<file path="config.mk">
export PLATFORM = sky130hd
export DESIGN_NAME = board_bus_controller
export DESIGN_NICKNAME = d
export VERILOG_FILES = /design/src/hdl/board_bus_pkg.sv /design/src/hdl/board_bus_controller.sv
export SDC_FILE = /design/constraint.sdc
export NUM_CORES = 1
export LEC_CHECK = 0
export BUFFER_PORTS_ARGS = -buffer_cell sky130_fd_sc_hd__buf_2
export CORE_MARGIN = 2
export CORE_UTILIZATION = 35
export CTS_BUF_LIST = sky130_fd_sc_hd__clkbuf_8
export CTS_CLUSTER_SIZE = 28
export DETAILED_ROUTE_END_ITERATION = 8
export GPL_ROUTABILITY_DRIVEN = 0
export PLACE_DENSITY_LB_ADDON = 0.15
export SETUP_SLACK_MARGIN = 0.3
export SYNTH_ARGS = -nofsm -noshare
export SYNTH_HDL_FRONTEND = slang
export SYNTH_SLANG_ARGS = --single-unit
</file>
<file path="constraint.sdc">
create_clock -name REF_CLK -period 3.1 [get_ports REF_CLK]
set_input_delay 0.155 -clock REF_CLK [delete_from_list [all_inputs] [get_ports REF_CLK]]
set_output_delay 0.155 -clock REF_CLK [all_outputs]
set_load 0.1 [all_outputs]
</file>
<file path="src/hdl/board_bus_pkg.sv">
// Constants, types and carriers shared by the board bus controller
package board_bus_pkg;
   // Clock and times
   localparam int CLK_MHZ       = 25;
   localparam int TIMEOUT_NS    = 8000;
   localparam int REFRESH_NS    = 13000;
   localparam int TIMEOUT_CYC   = (TIMEOUT_NS * CLK_MHZ + 999) / 1000;
   localparam int REFRESH_CYC   = (REFRESH_NS * CLK_MHZ) / 1000;
   localparam logic [8:0] TIMEOUT_CNT = 9'(TIMEOUT_CYC);
   localparam logic [8:0] REFRESH_CNT = 9'(REFRESH_CYC);
   // Physical windows, compared on address bits 31:24 or full address
   localparam logic [31:0] SRAM_TOP   = 32'h0007_ffff;
   localparam logic [7:0]  DRAM_LO    = 8'h04;
   localparam logic [7:0]  DRAM_HI    = 8'h07;
   localparam logic [7:0]  TO_LO      = 8'h10;
   localparam logic [7:0]  TO_HI      = 8'h15;
   localparam logic [7:0]  EXT_PAGE   = 8'h1a;
   localparam logic [7:0]  IO_PAGE    = 8'h1c;
   localparam logic [7:0]  ROM_PAGE   = 8'h1f;
   // I/O device codes on address bits 15:8
   localparam logic [7:0]  IO_UART    = 8'h00;
   localparam logic [7:0]  IO_PIO     = 8'h01;
   localparam logic [7:0]  IO_LED     = 8'h02;
   localparam logic [7:0]  IO_HOST    = 8'h03;
   // Port register index on address bits 3:2
   localparam logic [1:0]  PIO_LOCAL_TIMING_PORT  = 2'h0;
   localparam logic [1:0]  PIO_MEMORY_TIMING_PORT  = 2'h1;
   localparam logic [1:0]  PIO_STATUS_CONTROL_PORT  = 2'h2;
   localparam logic [1:0]  PIO_CMD    = 2'h3;
   // Port bit positions
   localparam int LWID_LSB = 4;
   localparam int SWAIT_LSB = 4;
   localparam int ILV_DIS_BIT = 3;
   localparam int HIT_DIS_BIT = 2;
   localparam int DWID_LSB = 0;
   localparam int DTR_BIT = 3;
   localparam int GATE_BIT = 2;
   localparam int TCLR_BIT = 1;
   localparam int CMD_MODE_BIT = 7;
   localparam int CMD_P0_IN_BIT = 4;
   localparam int CMD_P1_IN_BIT = 1;
   localparam int CMD_P2_IN_BIT = 0;
   localparam logic [7:0] PORT_RST = 8'hff;
   // Local bus device lengths in local bus clocks
   localparam logic [8:0] ROM_LB_CYC = 9'h004;
   localparam logic [8:0] IO_LB_CYC  = 9'h005;

   typedef enum logic [2:0] {W_SRAM, W_DRAM, W_EXT, W_IO, W_ROM, W_TO, W_ERR} win_e;

   typedef struct packed {
      logic sram;
      logic dram;
      logic rom;
      logic ext;
      logic uart;
      logic pio;
      logic led;
      logic host;
   } win_sel_s;

   typedef struct packed {
      logic [3:0] pre;
      logic [3:0] ras;
      logic [3:0] cas_rd;
      logic [3:0] cas_wr;
   } dram_tim_s;
endpackage

</file>
<file path="src/hdl/board_bus_controller.sv">
// Board bus controller: address decode, local bus, DRAM timing, parallel control port
//
// Summary of operation
// - Access to 0x10000000-0x15FFFFFF times out after about 8 us, raising interrupt.
// - 0x00000000-0x0007FFFF selects the 512 KB static RAM.
// - 0x04000000-0x07FFFFFF selects the module DRAM.
// - 0x1A000000-0x1AFFFFFF selects expansion bus, halfword uncached access only.
// - 0x1C000000-0x1CFFFFFF selects on-board I/O, uncached only.
// - 0x1F000000-0x1FFFFFFF selects the 256 KB ROM.
// - I/O address bits 15:8 pick UART, parallel port, switch/LED, host interface.
// - I/O devices use data bits 7:0; big-endian bytes add offset three.
// - After reset all port lines are inputs; outputs read high.
// - Port 0, 1 and 2 bit layouts as listed.
// - Local-cycle select gives 4, 1, 2, 3 local clocks minimum.
// - Local bus clock is processor transmit clock divided by two.
// - SRAM wait select inserts 0 to 3 read wait states.
// - DRAM width select sets precharge, RAS, read and write CAS clocks.
// - Interleave disable 0 interleaves, 1 does not.
// - Page-hit disable 0 allows page hits, 1 forbids them.
// - Active-low timeout flag drops and stays low on timeout.
// - Timeout flag returns high on a low-then-high pulse of clear.
// - Interrupt gate high blocks interrupt lines 0 to 2; starts high.
// - DTR output is the inverse of the terminal-ready bit.
// - DSR status bit reads the inverse of the DSR input.
// - Presence-detect bits report DRAM size: 4, reserved, 16, 8 MB.
// - Unassigned regions end the cycle with a bus error.
// - SRAM writes never receive wait states.
// - CAS-before-RAS refresh every 13 us.
`timescale 1ns/1ps
module board_bus_controller (
   // Clock and reset
   input  wire logic                      REF_CLK,
   input  wire logic                      RST_N,
   // Processor request
   input  wire logic                      CPU_REQ,
   input  wire logic [31:0]               CPU_ADDR,
   input  wire logic                      CPU_WR,
   input  wire logic                      CPU_HALF,
   input  wire logic [7:0]                CPU_WDATA,
   output logic                           CPU_ACK,
   output logic                           CPU_BERR,
   output logic [7:0]                     CPU_RDATA,
   // Memory and local bus strobes
   output board_bus_pkg::win_sel_s        SEL,
   output logic [1:0]                     RAS_N,
   output logic                           CAS_N,
   output logic                           LB_RD_N,
   output logic                           LB_WR_N,
   output logic                           LOCAL_BUS_CLOCK,
   input  wire logic                      PROCESSOR_TRANSMIT_CLOCK,
   input  wire logic                      EXT_READY,
   // Interrupts
   input  wire logic [2:0]                IRQ_IN_N,
   output logic [2:0]                     IRQ_OUT_N,
   // Serial and module status
   output logic                           DTR_OUT,
   input  wire logic                      DSR_IN,
   input  wire logic [1:0]                MODULE_PRESENCE_DETECT
);
   import board_bus_pkg::*;

   typedef enum logic [2:0] {S_IDLE, S_SRAM, S_PRE, S_RAS, S_CAS, S_LOCAL, S_DONE, S_REF} st_e;

   typedef struct packed {
      st_e        state;
      logic [8:0] cnt;
      logic [8:0] lbcnt;
      logic [31:0] addr;
      logic       wr;
      win_e       win;
      logic       ack;
      logic       berr;
      logic [7:0] rdata;
      win_sel_s   sel;
      logic [1:0] ras_n;
      logic       cas_n;
      logic       rd_n;
      logic       wr_n;
      logic       local_bus_clock;
      logic       tclk_prev;
      logic [7:0] p0;
      logic [7:0] p1;
      logic [7:0] p2;
      logic [2:0] dir;
      logic       tof_n;
      logic       clr_prev;
      logic [2:0] irq_n;
      logic       dtr;
      logic [8:0] ref_cnt;
      logic       ref_pend;
      logic       page_open;
      logic [11:0] open_row;
      logic       open_bank;
   } st_s;

   st_s r_ff;
   st_s nxt_r;

   // Effective port values: lines not set as outputs float high
   logic [7:0] p0_eff;
   logic [7:0] p1_eff;
   logic [7:0] p2_eff;
   logic [8:0] lwid_cyc;
   logic [3:0] swait;
   dram_tim_s  dtim;
   win_e       dec_win;
   logic       bank;
   logic       lb_tick;
   logic       tclk_rise;

   // reset directions are inputs, pull-ups read as ones
   assign p0_eff = r_ff.dir[0] ? r_ff.p0 : PORT_RST;
   assign p1_eff = r_ff.dir[1] ? r_ff.p1 : PORT_RST;
   assign p2_eff = r_ff.dir[2] ? r_ff.p2 : PORT_RST;

   // local cycle minimum in local clocks
   always_comb begin
      unique case (p0_eff[LWID_LSB +: 2])
         2'h0: lwid_cyc = 9'h004;
         2'h1: lwid_cyc = 9'h001;
         2'h2: lwid_cyc = 9'h002;
         2'h3: lwid_cyc = 9'h003;
      endcase
   end

   // SRAM read wait states equal the code
   assign swait = {2'h0, p1_eff[SWAIT_LSB +: 2]};

   always_comb begin
      unique case (p1_eff[DWID_LSB +: 2])
         2'h0: dtim = '{4'h2, 4'h3, 4'h1, 4'h1};
         2'h1: dtim = '{4'h3, 4'h4, 4'h2, 4'h1};
         2'h2: dtim = '{4'h4, 4'h5, 4'h3, 4'h2};
         2'h3: dtim = '{4'h5, 4'h6, 4'h4, 4'h3};
      endcase
   end

   // Physical address decode
   always_comb begin
      dec_win = W_ERR;
      if (CPU_ADDR <= SRAM_TOP) begin
         dec_win = W_SRAM;
      end else if (CPU_ADDR[31:24] >= DRAM_LO && CPU_ADDR[31:24] <= DRAM_HI) begin
         dec_win = W_DRAM;
      end else if (CPU_ADDR[31:24] >= TO_LO && CPU_ADDR[31:24] <= TO_HI) begin
         dec_win = W_TO;
      // expansion bus, halfword only, else bus error
      end else if (CPU_ADDR[31:24] == EXT_PAGE) begin
         dec_win = CPU_HALF ? W_EXT : W_ERR;
      end else if (CPU_ADDR[31:24] == IO_PAGE) begin
         dec_win = W_IO;
      end else if (CPU_ADDR[31:24] == ROM_PAGE) begin
         dec_win = W_ROM;
      end
   end

   // interleave picks bank from low bit 3, else from address bit 23 just above the row
   assign bank = p1_eff[ILV_DIS_BIT] ? CPU_ADDR[23] : CPU_ADDR[3];

   // local clock toggles on each rising processor clock edge
   assign tclk_rise = PROCESSOR_TRANSMIT_CLOCK & ~r_ff.tclk_prev;
   assign lb_tick   = tclk_rise & ~r_ff.local_bus_clock;

   // Next-state logic for the whole controller
   always_comb begin
      logic [8:0] need;
      logic       io_dev;
      need   = 9'h000;
      io_dev = 1'b0;
      nxt_r = r_ff;
      nxt_r.ack  = 1'b0;
      nxt_r.berr = 1'b0;
      nxt_r.tclk_prev = PROCESSOR_TRANSMIT_CLOCK;
      if (tclk_rise) begin
         nxt_r.local_bus_clock = ~r_ff.local_bus_clock;
      end
      if (r_ff.ref_cnt == REFRESH_CNT - 9'h001) begin
         nxt_r.ref_cnt  = 9'h000;
         nxt_r.ref_pend = 1'b1;
      end else begin
         nxt_r.ref_cnt = r_ff.ref_cnt + 9'h001;
      end
      // clear on rising edge of clear line; set wins
      nxt_r.clr_prev = p2_eff[TCLR_BIT];
      if (p2_eff[TCLR_BIT] && !r_ff.clr_prev) begin
         nxt_r.tof_n = 1'b1;
      end
      unique case (r_ff.state)
         S_IDLE: begin
            nxt_r.cnt   = 9'h000;
            nxt_r.lbcnt = 9'h000;
            if (r_ff.ref_pend) begin
               // Refresh closes any open page first
               nxt_r.ref_pend  = 1'b0;
               nxt_r.page_open = 1'b0;
               nxt_r.ras_n     = 2'b11;
               nxt_r.cas_n     = 1'b0;
               nxt_r.state     = S_REF;
            end else if (CPU_REQ && !r_ff.ack) begin // Request still held in ack cycle
               nxt_r.addr = CPU_ADDR;
               nxt_r.wr   = CPU_WR;
               nxt_r.win  = dec_win;
               unique case (dec_win)
                  W_SRAM: begin
                     nxt_r.sel.sram = 1'b1;
                     nxt_r.state    = S_SRAM;
                  end
                  W_DRAM: begin
                     nxt_r.sel.dram = 1'b1;
                     nxt_r.open_bank = bank;
                     nxt_r.open_row  = CPU_ADDR[22:11];
                     // page hit goes straight to CAS
                     if (!p1_eff[HIT_DIS_BIT] && r_ff.page_open &&
                         r_ff.open_row == CPU_ADDR[22:11] && r_ff.open_bank == bank) begin
                        nxt_r.state = S_CAS;
                     end else if (!p1_eff[ILV_DIS_BIT] && r_ff.page_open &&
                                  r_ff.open_bank != bank) begin
                        nxt_r.ras_n = 2'b11;
                        nxt_r.state = S_RAS;
                     end else begin
                        nxt_r.ras_n = 2'b11;
                        nxt_r.state = S_PRE;
                     end
                  end
                  W_ERR: begin
                     // unassigned space answers with bus error
                     nxt_r.berr  = 1'b1;
                     nxt_r.ack   = 1'b1;
                  end
                  default: begin
                     // I/O device from address bits 15:8
                     io_dev = (dec_win == W_IO);
                     nxt_r.sel.rom  = (dec_win == W_ROM);
                     nxt_r.sel.ext  = (dec_win == W_EXT);
                     nxt_r.sel.uart = io_dev && CPU_ADDR[15:8] == IO_UART;
                     nxt_r.sel.pio  = io_dev && CPU_ADDR[15:8] == IO_PIO;
                     nxt_r.sel.led  = io_dev && CPU_ADDR[15:8] == IO_LED;
                     nxt_r.sel.host = io_dev && CPU_ADDR[15:8] == IO_HOST;
                     nxt_r.rd_n  = CPU_WR;
                     nxt_r.wr_n  = ~CPU_WR;
                     nxt_r.state = S_LOCAL;
                  end
               endcase
            end
         end
         S_SRAM: begin
            // read waits; writes finish at once
            if (r_ff.wr || r_ff.cnt[3:0] >= swait) begin
               nxt_r.state = S_DONE;
            end else begin
               nxt_r.cnt = r_ff.cnt + 9'h001;
            end
         end
         S_PRE: begin
            nxt_r.cnt = r_ff.cnt + 9'h001;
            if (r_ff.cnt[3:0] == dtim.pre - 4'h1) begin
               nxt_r.cnt   = 9'h000;
               nxt_r.state = S_RAS;
            end
         end
         S_RAS: begin
            // row held so RAS meets its minimum with CAS
            nxt_r.ras_n[r_ff.open_bank] = 1'b0;
            nxt_r.cnt = r_ff.cnt + 9'h001;
            if (r_ff.cnt[3:0] == dtim.ras - (r_ff.wr ? dtim.cas_wr : dtim.cas_rd) - 4'h1) begin
               nxt_r.cnt   = 9'h000;
               nxt_r.state = S_CAS;
            end
         end
         S_CAS: begin
            nxt_r.cas_n = 1'b0;
            nxt_r.cnt   = r_ff.cnt + 9'h001;
            if (r_ff.cnt[3:0] == (r_ff.wr ? dtim.cas_wr : dtim.cas_rd) - 4'h1) begin
               nxt_r.cas_n = 1'b1;
               // keep row open only when page hits are allowed
               nxt_r.page_open = ~p1_eff[HIT_DIS_BIT];
               if (p1_eff[HIT_DIS_BIT]) begin
                  nxt_r.ras_n = 2'b11;
               end
               nxt_r.state = S_DONE;
            end
         end
         S_LOCAL: begin
            nxt_r.cnt = r_ff.cnt + 9'h001;
            if (lb_tick) begin
               nxt_r.lbcnt = r_ff.lbcnt + 9'h001;
            end
            // device length but never below the programmed minimum
            need = (r_ff.win == W_ROM) ? ROM_LB_CYC : IO_LB_CYC;
            if (lwid_cyc > need || r_ff.win == W_EXT) begin
               need = lwid_cyc;
            end
            if (r_ff.cnt == TIMEOUT_CNT - 9'h001) begin
               // timeout ends the cycle; flag drops
               nxt_r.tof_n = 1'b0;
               nxt_r.state = S_DONE;
            end else if (r_ff.win != W_TO && r_ff.lbcnt >= need &&
                         (r_ff.win != W_EXT || EXT_READY)) begin
               nxt_r.state = S_DONE;
               if (r_ff.sel.pio) begin
                  // byte data on bits 7:0; port layouts
                  unique case (r_ff.addr[3:2])
                     PIO_LOCAL_TIMING_PORT: nxt_r.rdata = {2'b11, p0_eff[5:4], 4'hf};
                     PIO_MEMORY_TIMING_PORT: nxt_r.rdata = {2'b11, p1_eff[5:0]};
                     // DSR inverted; presence detect in 7:6
                     PIO_STATUS_CONTROL_PORT: nxt_r.rdata = {MODULE_PRESENCE_DETECT, r_ff.tof_n, ~DSR_IN,
                                               p2_eff[3:1], 1'b1};
                     PIO_CMD:   nxt_r.rdata = 8'hff;
                  endcase
                  if (r_ff.wr) begin
                     unique case (r_ff.addr[3:2])
                        PIO_LOCAL_TIMING_PORT: nxt_r.p0 = CPU_WDATA;
                        PIO_MEMORY_TIMING_PORT: nxt_r.p1 = CPU_WDATA;
                        PIO_STATUS_CONTROL_PORT: nxt_r.p2 = CPU_WDATA;
                        PIO_CMD: begin
                           if (CPU_WDATA[CMD_MODE_BIT]) begin
                              // Mode word sets port directions
                              nxt_r.dir = {~CPU_WDATA[CMD_P2_IN_BIT],
                                           ~CPU_WDATA[CMD_P1_IN_BIT],
                                           ~CPU_WDATA[CMD_P0_IN_BIT]};
                           end else begin
                              // Single-bit set or reset on port 2
                              nxt_r.p2[CPU_WDATA[3:1]] = CPU_WDATA[0];
                           end
                        end
                     endcase
                  end
               end
            end
         end
         S_DONE: begin
            nxt_r.ack   = 1'b1;
            nxt_r.sel   = '0;
            nxt_r.rd_n  = 1'b1;
            nxt_r.wr_n  = 1'b1;
            nxt_r.cas_n = 1'b1;
            nxt_r.cnt   = 9'h000;
            nxt_r.state = S_IDLE;
         end
         S_REF: begin
            // CAS low first, then RAS low, then release
            nxt_r.cnt = r_ff.cnt + 9'h001;
            if (r_ff.cnt[3:0] == 4'h0) begin
               nxt_r.ras_n = 2'b00;
            end else if (r_ff.cnt[3:0] == dtim.ras) begin
               nxt_r.ras_n = 2'b11;
               nxt_r.cas_n = 1'b1;
               nxt_r.cnt   = 9'h000;
               nxt_r.state = S_IDLE;
            end
         end
      endcase
      // gate blocks lines 0 to 2; line 0 also carries the timeout
      nxt_r.irq_n = p2_eff[GATE_BIT] ? 3'b111 :
                    {IRQ_IN_N[2:1], IRQ_IN_N[0] & r_ff.tof_n};
      // DTR pin is inverse of the control bit
      nxt_r.dtr = ~p2_eff[DTR_BIT];
   end

   // State register
   always_ff @(posedge REF_CLK) begin
      if (!RST_N) begin
         r_ff          <= '0;
         r_ff.state    <= S_IDLE;
         r_ff.win      <= W_ERR;
         r_ff.ras_n    <= 2'b11;
         r_ff.cas_n    <= 1'b1;
         r_ff.rd_n     <= 1'b1;
         r_ff.wr_n     <= 1'b1;
         r_ff.p0       <= PORT_RST;
         r_ff.p1       <= PORT_RST;
         r_ff.p2       <= PORT_RST;
         r_ff.tof_n    <= 1'b1;
         r_ff.clr_prev <= 1'b1;
         r_ff.irq_n    <= 3'b111;
      end else begin
         r_ff <= nxt_r;
      end
   end

   // Outputs straight from the state register
   assign CPU_ACK         = r_ff.ack;
   assign CPU_BERR        = r_ff.berr;
   assign CPU_RDATA       = r_ff.rdata;
   assign SEL             = r_ff.sel;
   assign RAS_N           = r_ff.ras_n;
   assign CAS_N           = r_ff.cas_n;
   assign LB_RD_N         = r_ff.rd_n;
   assign LB_WR_N         = r_ff.wr_n;
   assign LOCAL_BUS_CLOCK = r_ff.local_bus_clock;
   assign IRQ_OUT_N       = r_ff.irq_n;
   assign DTR_OUT         = r_ff.dtr;
endmodule

</file>
==> results.py, run 1 <==
metrics = {
    "power": {
        "p_per_area_mw_per_mm2": 577,
        "clkPwrFrac_pct": 25.3,
        "p_comb_share_pct": 32.8,
        "power.total_w": 0.00341,
        "p_sw_share_pct": 39.7,
        "netSwitchingPower_w": 0.00135,
        "p_int_w": 0.00206,
        "leakagePower_nw": 2.38,
        "seq_power_share_pct": 41.9,
        "ir_worst_vdd_mv": 0.357,
    },
    "floorplan": {
        "die_h_um": 127,
        "rows": 44,
        "die_x_um": 127,
        "initial_core_util_pct": 36.1,
        "pin_count": 81,
        "die_area_mm2": 0.0160,
        "coreArea_mm2": 0.0146,
    },
    "grt": {
        "grt_pass1_wl_um": 20600,
        "grt_pass1_vias": 4207,
        "antenna_found_initial": 0,
        "grt_usage_pct": 16.0,
        "grt_max_degree": 40,
        "overflow": 0,
    },
    "critical_path": {
        "cp-start-kind": "register",
        "crit_type": "reg -> reg",
        "critPathBufInv": 1,
        "crit_path_end_kind": "register",
        "critPathMaxFanout": 9,
        "crit_top_cell": "o21ai_0",
        "required_ns": 3.36,
        "crit_chain": "nand2b_1 -> nor2_1 -> nand2_1 -> ha_1 -> o21ai_0 -> a21o_1 -> a221oi_2 -> nand3_1 -> buf_4 -> a211o_4 -> o21ai_0 -> o311ai_1",
        "arrival_ns": 2.88,
        "critical-path-slowest-cell": "a211o_4",
        "slowest_delay_ns": 0.34,
        "critPathTopFamily": "compound AO/OA/AOI/OAI gates",
    },
    "placed_design": {
        "dpl.hpwl_um": 9310,
        "dp.cells": 835,
        "port_buffers": 73,
        "postPlaceCellArea_mm2": 0.00563,
    },
    "synthesis": {
        "synthXorXnorAreaFrac_pct": 7.66,
        "ys_ff_latch": 96,
        "yosysWarnings": 0,
        "synth.avg_cell_area_um2": 8.54,
        "synth_top_flop_cell": "dfxtp_1",
        "synthArstFlopShare_pct": 0,
        "synth_area_mm2": 0.00526,
        "synth_top_family_by_area": "simple AND/OR/NAND/NOR gates",
        "syn_nets": 683,
        "ys_seq_area_share_pct": 36.5,
        "synth_edf_count": 0,
        "synth_compound_area_share_pct": 12.6,
        "synth_adder_area_share_pct": 3.33,
        "syn_inst": 616,
        "yosys.area_share.simple_pct": 26.3,
        "synth.mux.area_fraction_pct": 6.33,
        "ys_types": 69,
    },
    "clocking": {
        "clk_path_buf_depth": 2,
        "root_buffer": "clkbuf_8",
        "tritoncts": "built",
        "clock_latency_ns": 0.38,
        "htree_levels": 3,
        "cts_inserted_buffers": 9,
        "clk_pin_slew_ns": 0.10,
        "cts_sinks": 96,
    },
    "route": {
        "drtIter0Drc": 189,
        "drtAntennaViolNets": 0,
        "drc": 0,
        "routed_wl_um": 12500,
        "via_per_inst": 5.06,
        "vias": 4326,
        "first_pass_iters": 4,
        "wl_per_cell_um": 14.6,
    },
    "timing": {
        "clock_skew_ns": 0.0154,
        "setup_tns_ns": 0,
        "slew_violations": 0,
        "rsz0062_at_grt": "true",
        "min_period_over_period_pct": 84.5,
        "max_slew_margin_pct": 66.0,
        "hold_ws_ns": 0.0184,
        "finalHoldViolCount": 0,
        "finalSetupViolations": 0,
        "tightest_slew_ns": 0.505,
        "post-route-min-period_ns": 2.62,
        "clock.fmax_ghz": 0.382,
    },
    "layout": {
        "fin_cells": 855,
        "most-common-layout-cells": "dfxtp_1 (95), buf_2 (73), nor2_1 (67)",
        "final_common_cell": "dfxtp_1",
        "fin_area_mm2": 0.00591,
        "drive_gt1_share_pct": 18.2,
        "diodes": 0,
        "nets": 733,
        "syn_to_final_growth_pct": 12.3,
    },
    "outcome": {
        "outcome": "completed",
    },
    "job": {
        "max_cap_violations": 0,
    },
    "worst_hold_path": {
        "hold_class": "in -> reg",
    },
}
-- routing by layer --
layer	global-route usage [%]	share of wire, %
met5	0	0
met4	4.91	1.9
met3	4.93	5.0
met2	25.6	44
met1	20.7	49
-- synth_stat cells (4+ instances only) --
cell / number / share of area [%]
nor3_1: 8 / 0.76
nor2b_1: 35 / 4.2
and2_1: 9 / 1.1
nand2_1: 57 / 4.1
inv_1: 23 / 1.6
clkbuf_1: 11 / 0.78
nand3_1: 16 / 1.5
buf_4: 22 / 3.1
a31oi_1: 4 / 0.48
nand4_1: 10 / 1.2
mux2i_1: 31 / 5.9
o21ai_0: 13 / 1.2
nand2b_1: 18 / 2.1
ha_1: 14 / 3.3
xor2_1: 22 / 3.7
or3_1: 7 / 0.83
dfxtp_1: 96 / 37
and3_1: 12 / 1.4
nor4_1: 6 / 0.71
xnor2_1: 24 / 4.0
a21boi_0: 5 / 0.71
buf_2: 12 / 1.1
nor2_1: 67 / 4.8
a21oi_1: 22 / 2.1
-- sequential cells by signal, indices dropped and copies added, names as in the netlist --
register and flops:
RAS_N 2, LB_WR_N 1, CPU_RDATA 8, CPU_ACK 1
CPU_BERR 1, LB_RD_N 1, CAS_N 1, LOCAL_BUS_CLOCK 1
IRQ_OUT_N 3, r_ff 68, DTR_OUT 1, SEL 8
-- what timing repair did --
| item | 4_1_cts | 5_1_grt |
|---|---|---|
| setup endpoints to repair | 0 | 18 |
| resized for setup | 0 | 6 |
| hold endpoints to repair | 4 | 0 |
| setup buffers | 0 | 0 |
| hold buffers | 4 | 0 |
-- metrics by stage --
| stage | setup slack, ns | util, % |
|---|---|---|
| 2_1_floorplan | 0.648 | - |
| 3_3_place_gp | 0.457 | 38.6 |
| 3_5_place_dp | 0.420 | 38.6 |
| 4_1_cts | 0.386 | 40.2 |
| 5_1_grt | 0.262 | 40.5 |
| 6_report | 0.481 | 40.5 |
-- logic make-up after synthesis --
group,Yosys count
AND/OR/NAND/NOR,266
flip-flops,96
AO/OA/AOI/OAI,91
buffers and inverters,70
XOR/XNOR,46
multiplexers,33
adder cells (fa/ha/maj),14
-- tightest hold or removal path: stages --
cell and delay [ns]:
buf_2 0.10, mux2i_1 0.06, nand2_1 0.06
-- worst paths after layout --
check | startpoint | endpoint | slack (ns) | cells past startpoint
max | r_ff[84] | r_ff[35] | 0.48 | 12
min | CPU_WDATA[5] | r_ff[54] | 0.02 | 3
max reg2reg | r_ff[84] | r_ff[35] | 0.48 | 12
min reg2reg | r_ff[36] | DTR_OUT | 0.46 | 1
-- power by group through the flow --
stage | sequential, W | clock [W] | combinational (W)
2_1_floorplan | 0.00155 | 0 | 0.000791
3_3_place_gp | 0.00145 | 0 | 0.00109
3_5_place_dp | 0.00146 | 0 | 0.00111
4_1_cts | 0.00143 | 0.000903 | 0.00111
5_1_grt | 0.00145 | 0.000956 | 0.00123
6_report | 0.00143 | 0.000862 | 0.00112
-- area by class of cell --
type                            count  area, um2
Tap cell                          184        230
Timing Repair Buffer               86        473
Inverter                           23       86.3
Clock buffer                       10        138
Fill cell                        1487       8680
Multi-Input combinational cell    450       2990
Sequential cell                    96       1920
Clock inverter                      6       65.1
(Power assumes the default switching activity.)
==> inputs of run 2 (changes only) <==
==> constraint.sdc (replaced) <==
create_clock -name REF_CLK -period 2.6 [get_ports REF_CLK]
set_input_delay 0.13 -clock REF_CLK [delete_from_list [all_inputs] [get_ports REF_CLK]]
set_output_delay 0.13 -clock REF_CLK [all_outputs]
set_load 0.1 [all_outputs]
==> results.py, run 2 (same netlist as run 1, synthesis figures left out) <==
metrics = {
    "placed_design": {
        "pre_cts_ws_ns": 0.0449,
        "dp.cells": 844,
        "dpl.hpwl_um": 9420,
        "port_buffers": 73,
    },
    "route": {
        "drtIter0Drc": 174,
        "drc": 0,
        "wl_met1_um": 6170,
        "first_pass_iters": 4,
        "drtAntennaViolNets": 0,
        "routed.top_layer": "met4",
        "routed_wl_um": 12800,
        "routed-wl-met2_um": 5760,
        "wl_per_cell_um": 14.6,
        "via_per_inst": 5.04,
        "wl_met3_um": 551,
        "vias": 4434,
    },
    "grt": {
        "grt_pass1_wl_um": 21000,
        "overflow": 0,
        "grt_pass1_vias": 4200,
        "antenna_found_initial": 0,
        "grt_usage_pct": 16.3,
        "grt_max_degree": 72,
    },
    "layout": {
        "most-common-layout-cells": "dfxtp_1 (89), buf_2 (73), nor2_1 (61)",
        "drive_gt1_share_pct": 24.7,
        "fill_cells": 1501,
        "largest_reg_flops": 68,
        "area.sequential_mm2": 0.00193,
        "final_common_cell": "dfxtp_1",
        "multiInputGateArea_mm2": 0.00318,
        "diodes": 0,
        "regMostFlops": "r_ff",
        "nets": 757,
        "syn_to_final_growth_pct": 20.4,
        "utilization_pct": 43.4,
        "fin_cells": 879,
    },
    "timing": {
        "finalHoldViolCount": 0,
        "min_period_over_period_pct": 96.8,
        "post-route-min-period_ns": 2.52,
        "hold_ws_ns": 0.0356,
        "clock.fmax_ghz": 0.397,
        "max_slew_margin_pct": 66.0,
        "clock_skew_ns": 0.0132,
        "slew_violations": 0,
        "rsz0062_at_grt": "true",
        "finalSetupViolations": 0,
        "fin_ws_ns": 0.0842,
        "tightest_slew_ns": 0.506,
    },
    "floorplan": {
        "rows": 44,
        "die_x_um": 127,
        "coreArea_mm2": 0.0146,
        "die_area_mm2": 0.0160,
        "initial_core_util_pct": 36.1,
        "die_h_um": 127,
        "pin_count": 81,
    },
    "worst_hold_path": {
        "min_from": "CPU_ADDR[18]",
        "hold_class": "in -> reg",
    },
    "critical_path": {
        "critPathMaxFanout": 3,
        "startpoint": "r_ff[84]",
        "crit_path_end_kind": "register",
        "r2r-start": "r_ff[84]",
        "required_ns": 2.86,
        "crit_type": "reg -> reg",
        "cp-start-kind": "register",
        "arrival_ns": 2.77,
    },
    "power": {
        "leakagePower_nw": 2.58,
        "ir_worst_vdd_mv": 0.489,
        "p_per_area_mw_per_mm2": 674,
        "power.total_w": 0.00427,
    },
    "job": {
        "max_cap_violations": 0,
    },
    "clocking": {
        "htree_levels": 3,
        "cts_sinks": 96,
        "root_buffer": "clkbuf_8",
        "cts_inserted_buffers": 9,
        "clk_path_buf_depth": 2,
        "clk_pin_slew_ns": 0.10,
        "clock_latency_ns": 0.38,
        "tritoncts": "built",
    },
    "outcome": {
        "outcome": "completed",
    },
}
run 2: changes by cell type in the layout (fill, tap and decap cells not counted), moves of 5 or more:
cell           previous run  this run
dfxtp_2                   1         6
dfxtp_1                  95        89
dlygate4sd3_1             4         9
nor2_1                   67        61
nor2_2                    1         6
buf_4                     9        23
run 2: area by class of cell:
class	instances	area share, %
sequential	96	30.5
tap	184	3.63
inverter	23	1.36
clock inverter	6	1.15
clock buffer	10	2.17
multi-input combinational	451	50.3
timing repair buffer	109	10.9
run 2: routing by layer:
layer	GRT usage [%]	up-vias
met2	26.0	103
met1	21.7	2063
met4	7.05	0
li1	-	2248
met3	3.04	20
met5	0	-
run 2: repair_timing:
item / 4_1_cts / 5_1_grt
pin swaps: 19 / 11
resized for setup: 26 / 17
cloned: 1 / 0
setup buffers: 7 / 2
hold buffers: 9 / 0
setup endpoints to repair: 36 / 38
hold endpoints to repair: 10 / 0
run 2: critical path: stages (launching register included):
cell and delay (ns):
dfxtp_2 0.34, nand2b_4 0.16, nor2_2 0.08, o21bai_1 0.07, ha_1 0.29, nor2_1 0.04
a21o_1 0.18, a221oi_2 0.25, nand3_1 0.17, buf_4 0.17, or4_4 0.43, mux2i_1 0.16
nand2_1 0.07
run 2: metrics by stage:
stage	setup TNS, ns	cell area (um2)
6_report	0	6330
5_1_grt	-0.137	6330
4_1_cts	0	6250
3_5_place_dp	0	5760
3_3_place_gp	0	5760
2_1_floorplan	0	5310
run 2: path summary, 6_finish.rpt:
| kind | end | slack (ns) | depth (start not counted) |
|---|---|---|---|
| worst max-delay path | r_ff[54] | 0.08 | 12 |
| worst min-delay path | r_ff[8] | 0.04 | 3 |
| worst max register to register | r_ff[54] | 0.08 | 12 |
| worst min register to register | DTR_OUT | 0.47 | 1 |
run 2: report_power, final:
group	switching (W)	total (W)	internal, W
clock network	0.000561	0.00104	0.000483
logic	0.00102	0.00153	0.000510
registers	0.000115	0.00169	0.00157
==> inputs of run 3 (changes only) <==
==> constraint.sdc (replaced) <==
create_clock -name REF_CLK -period 2.6 [get_ports REF_CLK]
set_input_delay 0.52 -clock REF_CLK [delete_from_list [all_inputs] [get_ports REF_CLK]]
set_output_delay 0.52 -clock REF_CLK [all_outputs]
set_load 0.1 [all_outputs]
==> results.py, run 3 (same netlist as run 1, synthesis figures left out) <==
metrics = {
    "outcome": {
        "outcome": "completed",
    },
    "critical_path": {
        "startpoint": "r_ff[31]",
        "rr_endpoint": "r_ff[138]",
        "crit_cells": 10,
        "timing.reg2reg.setup_slack_ns": 0.16,
        "slowest_delay_ns": 0.38,
        "setup.worst_path.end": "r_ff[138]",
        "required_ns": 2.87,
        "r2r_cells": 10,
        "critPathTopFamily": "simple AND/OR/NAND/NOR gates",
        "critPathMaxFanout": 4,
        "cp-start-kind": "register",
        "crit_path_end_kind": "register",
        "critPathBufInv": 2,
        "critical-path-slowest-cell": "dfxtp_4",
        "arrival_ns": 2.71,
        "r2r-start": "r_ff[31]",
        "crit_type": "reg -> reg",
        "crit_chain": "and2b_1 -> inv_2 -> ha_4 -> mux2_4 -> buf_6 -> nor4_4 -> mux2i_4 -> a32o_2 -> nand4b_1 -> mux2i_1",
    },
    "power": {
        "p_per_area_mw_per_mm2": 689,
        "leakagePower_nw": 2.58,
        "power.total_w": 0.00437,
        "ir_worst_vdd_mv": 0.355,
    },
    "timing": {
        "tightest_slew_ns": 0.551,
        "clock.fmax_ghz": 0.409,
        "min_period_over_period_pct": 93.9,
        "fin_ws_ns": 0.158,
        "post-route-min-period_ns": 2.44,
        "rsz0062_at_grt": "true",
        "slew_violations": 0,
        "finalSetupViolations": 0,
        "max_slew_margin_pct": 63.3,
        "finalHoldViolCount": 0,
        "clock_skew_ns": 0.0108,
    },
    "job": {
        "max_cap_violations": 0,
    },
    "route": {
        "drc": 0,
        "routed_wl_um": 12800,
        "vias": 4393,
        "first_pass_iters": 5,
        "wl_per_cell_um": 14.8,
        "drtAntennaViolNets": 0,
        "drtIter0Drc": 174,
        "via_per_inst": 5.06,
    },
    "layout": {
        "regMostFlops": "r_ff",
        "largest_reg_flops": 68,
        "final_common_cell": "dfxtp_1",
        "nets": 748,
        "syn_to_final_growth_pct": 20.6,
        "most-common-layout-cells": "dfxtp_1 (89), buf_2 (73), nor2_1 (59)",
        "drive_gt1_share_pct": 26.3,
        "diodes": 0,
    },
    "floorplan": {
        "initial_core_util_pct": 36.1,
        "coreArea_mm2": 0.0146,
        "die_x_um": 127,
        "die_area_mm2": 0.0160,
        "pin_count": 81,
        "die_h_um": 127,
        "rows": 44,
    },
    "clocking": {
        "tritoncts": "built",
        "root_buffer": "clkbuf_8",
        "clock_latency_ns": 0.38,
        "clk_pin_slew_ns": 0.09,
        "clk_path_buf_depth": 2,
        "htree_levels": 3,
        "cts_inserted_buffers": 9,
        "hold_buffers": 0,
        "cts_sinks": 96,
    },
    "grt": {
        "grt_pass1_wl_um": 20600,
        "grt_usage_pct": 15.9,
        "antenna_found_initial": 0,
        "grt_pass1_vias": 4176,
        "grt_max_degree": 46,
        "overflow": 0,
    },
    "placed_design": {
        "port_buffers": 73,
        "pre_cts_ws_ns": -0.00961,
        "dpl.hpwl_um": 9390,
    },
    "worst_hold_path": {
        "hold_class": "in -> reg",
    },
}
## run 3: how the worst min path moves through the flow
| stage | startpoint | slack (ns) | to | cells after the start |
|---|---|---|---|---|
| floorplan | r_ff[36] | 0.40 | DTR_OUT | 1 |
| global placement | r_ff[45] | 0.45 | r_ff[45] | 2 |
| detailed placement | RAS_N[1] | 0.45 | RAS_N[1] | 2 |
| CTS | IRQ_IN_N[1] | 0.31 | IRQ_OUT_N[1] | 2 |
| global route | IRQ_IN_N[1] | 0.32 | IRQ_OUT_N[1] | 2 |
| finish | IRQ_IN_N[1] | 0.33 | IRQ_OUT_N[1] | 2 |
## run 3: layout make-up
type	instances	area (um2)
multi-input combinational	451	3270
clock inverter	3	40.0
sequential	96	1930
inverter	23	86.3
fill	1448	8250
tap	184	230
clock buffer	12	165
timing repair buffer	100	612
## run 3: where the power goes
group | switching (W) | internal [W] | total (W)
clock | 0.000520 | 0.000515 | 0.00104
combinational | 0.00109 | 0.000551 | 0.00164
sequential | 0.000117 | 0.00158 | 0.00169
total | 0.00173 | 0.00264 | 0.00437
## run 3: what timing repair did
item,CTS,global route
endpoints found under the hold margin,0,0
pin swaps,15,23
setup buffers,6,2
resized for setup,29,33
cloned,0,2
setup endpoints to repair,37,39
## run 3: worst register-to-register path, cell delays in order, from the launching register on
cell      delay [ns]
dfxtp_4         0.38
and2b_1         0.16
inv_2           0.07
ha_4            0.15
mux2_4          0.29
buf_6           0.13
nor4_4          0.24
mux2i_4         0.13
a32o_2          0.33
nand4b_1        0.29
mux2i_1         0.18
## run 3: stage by stage
step	TNS [ns]	utilization (%)	hold WS (ns)	instances	instance area, um2
2_1_floorplan	0	-	0.405	616	5310
3_5_place_dp	-0.00961	39.3	0.449	844	5730
4_1_cts	0	42.0	0.309	865	6130
6_report	0	43.5	0.328	869	6340
3_3_place_gp	0	39.3	0.450	844	5730
5_1_grt	-0.0533	43.5	0.316	869	6340
## run 3: metal layers
metal  wire, um  GRT usage (%)
met5          0              0
met4        270           6.08
met3        524           3.04
met2       5670           25.2
met1       6350           21.4
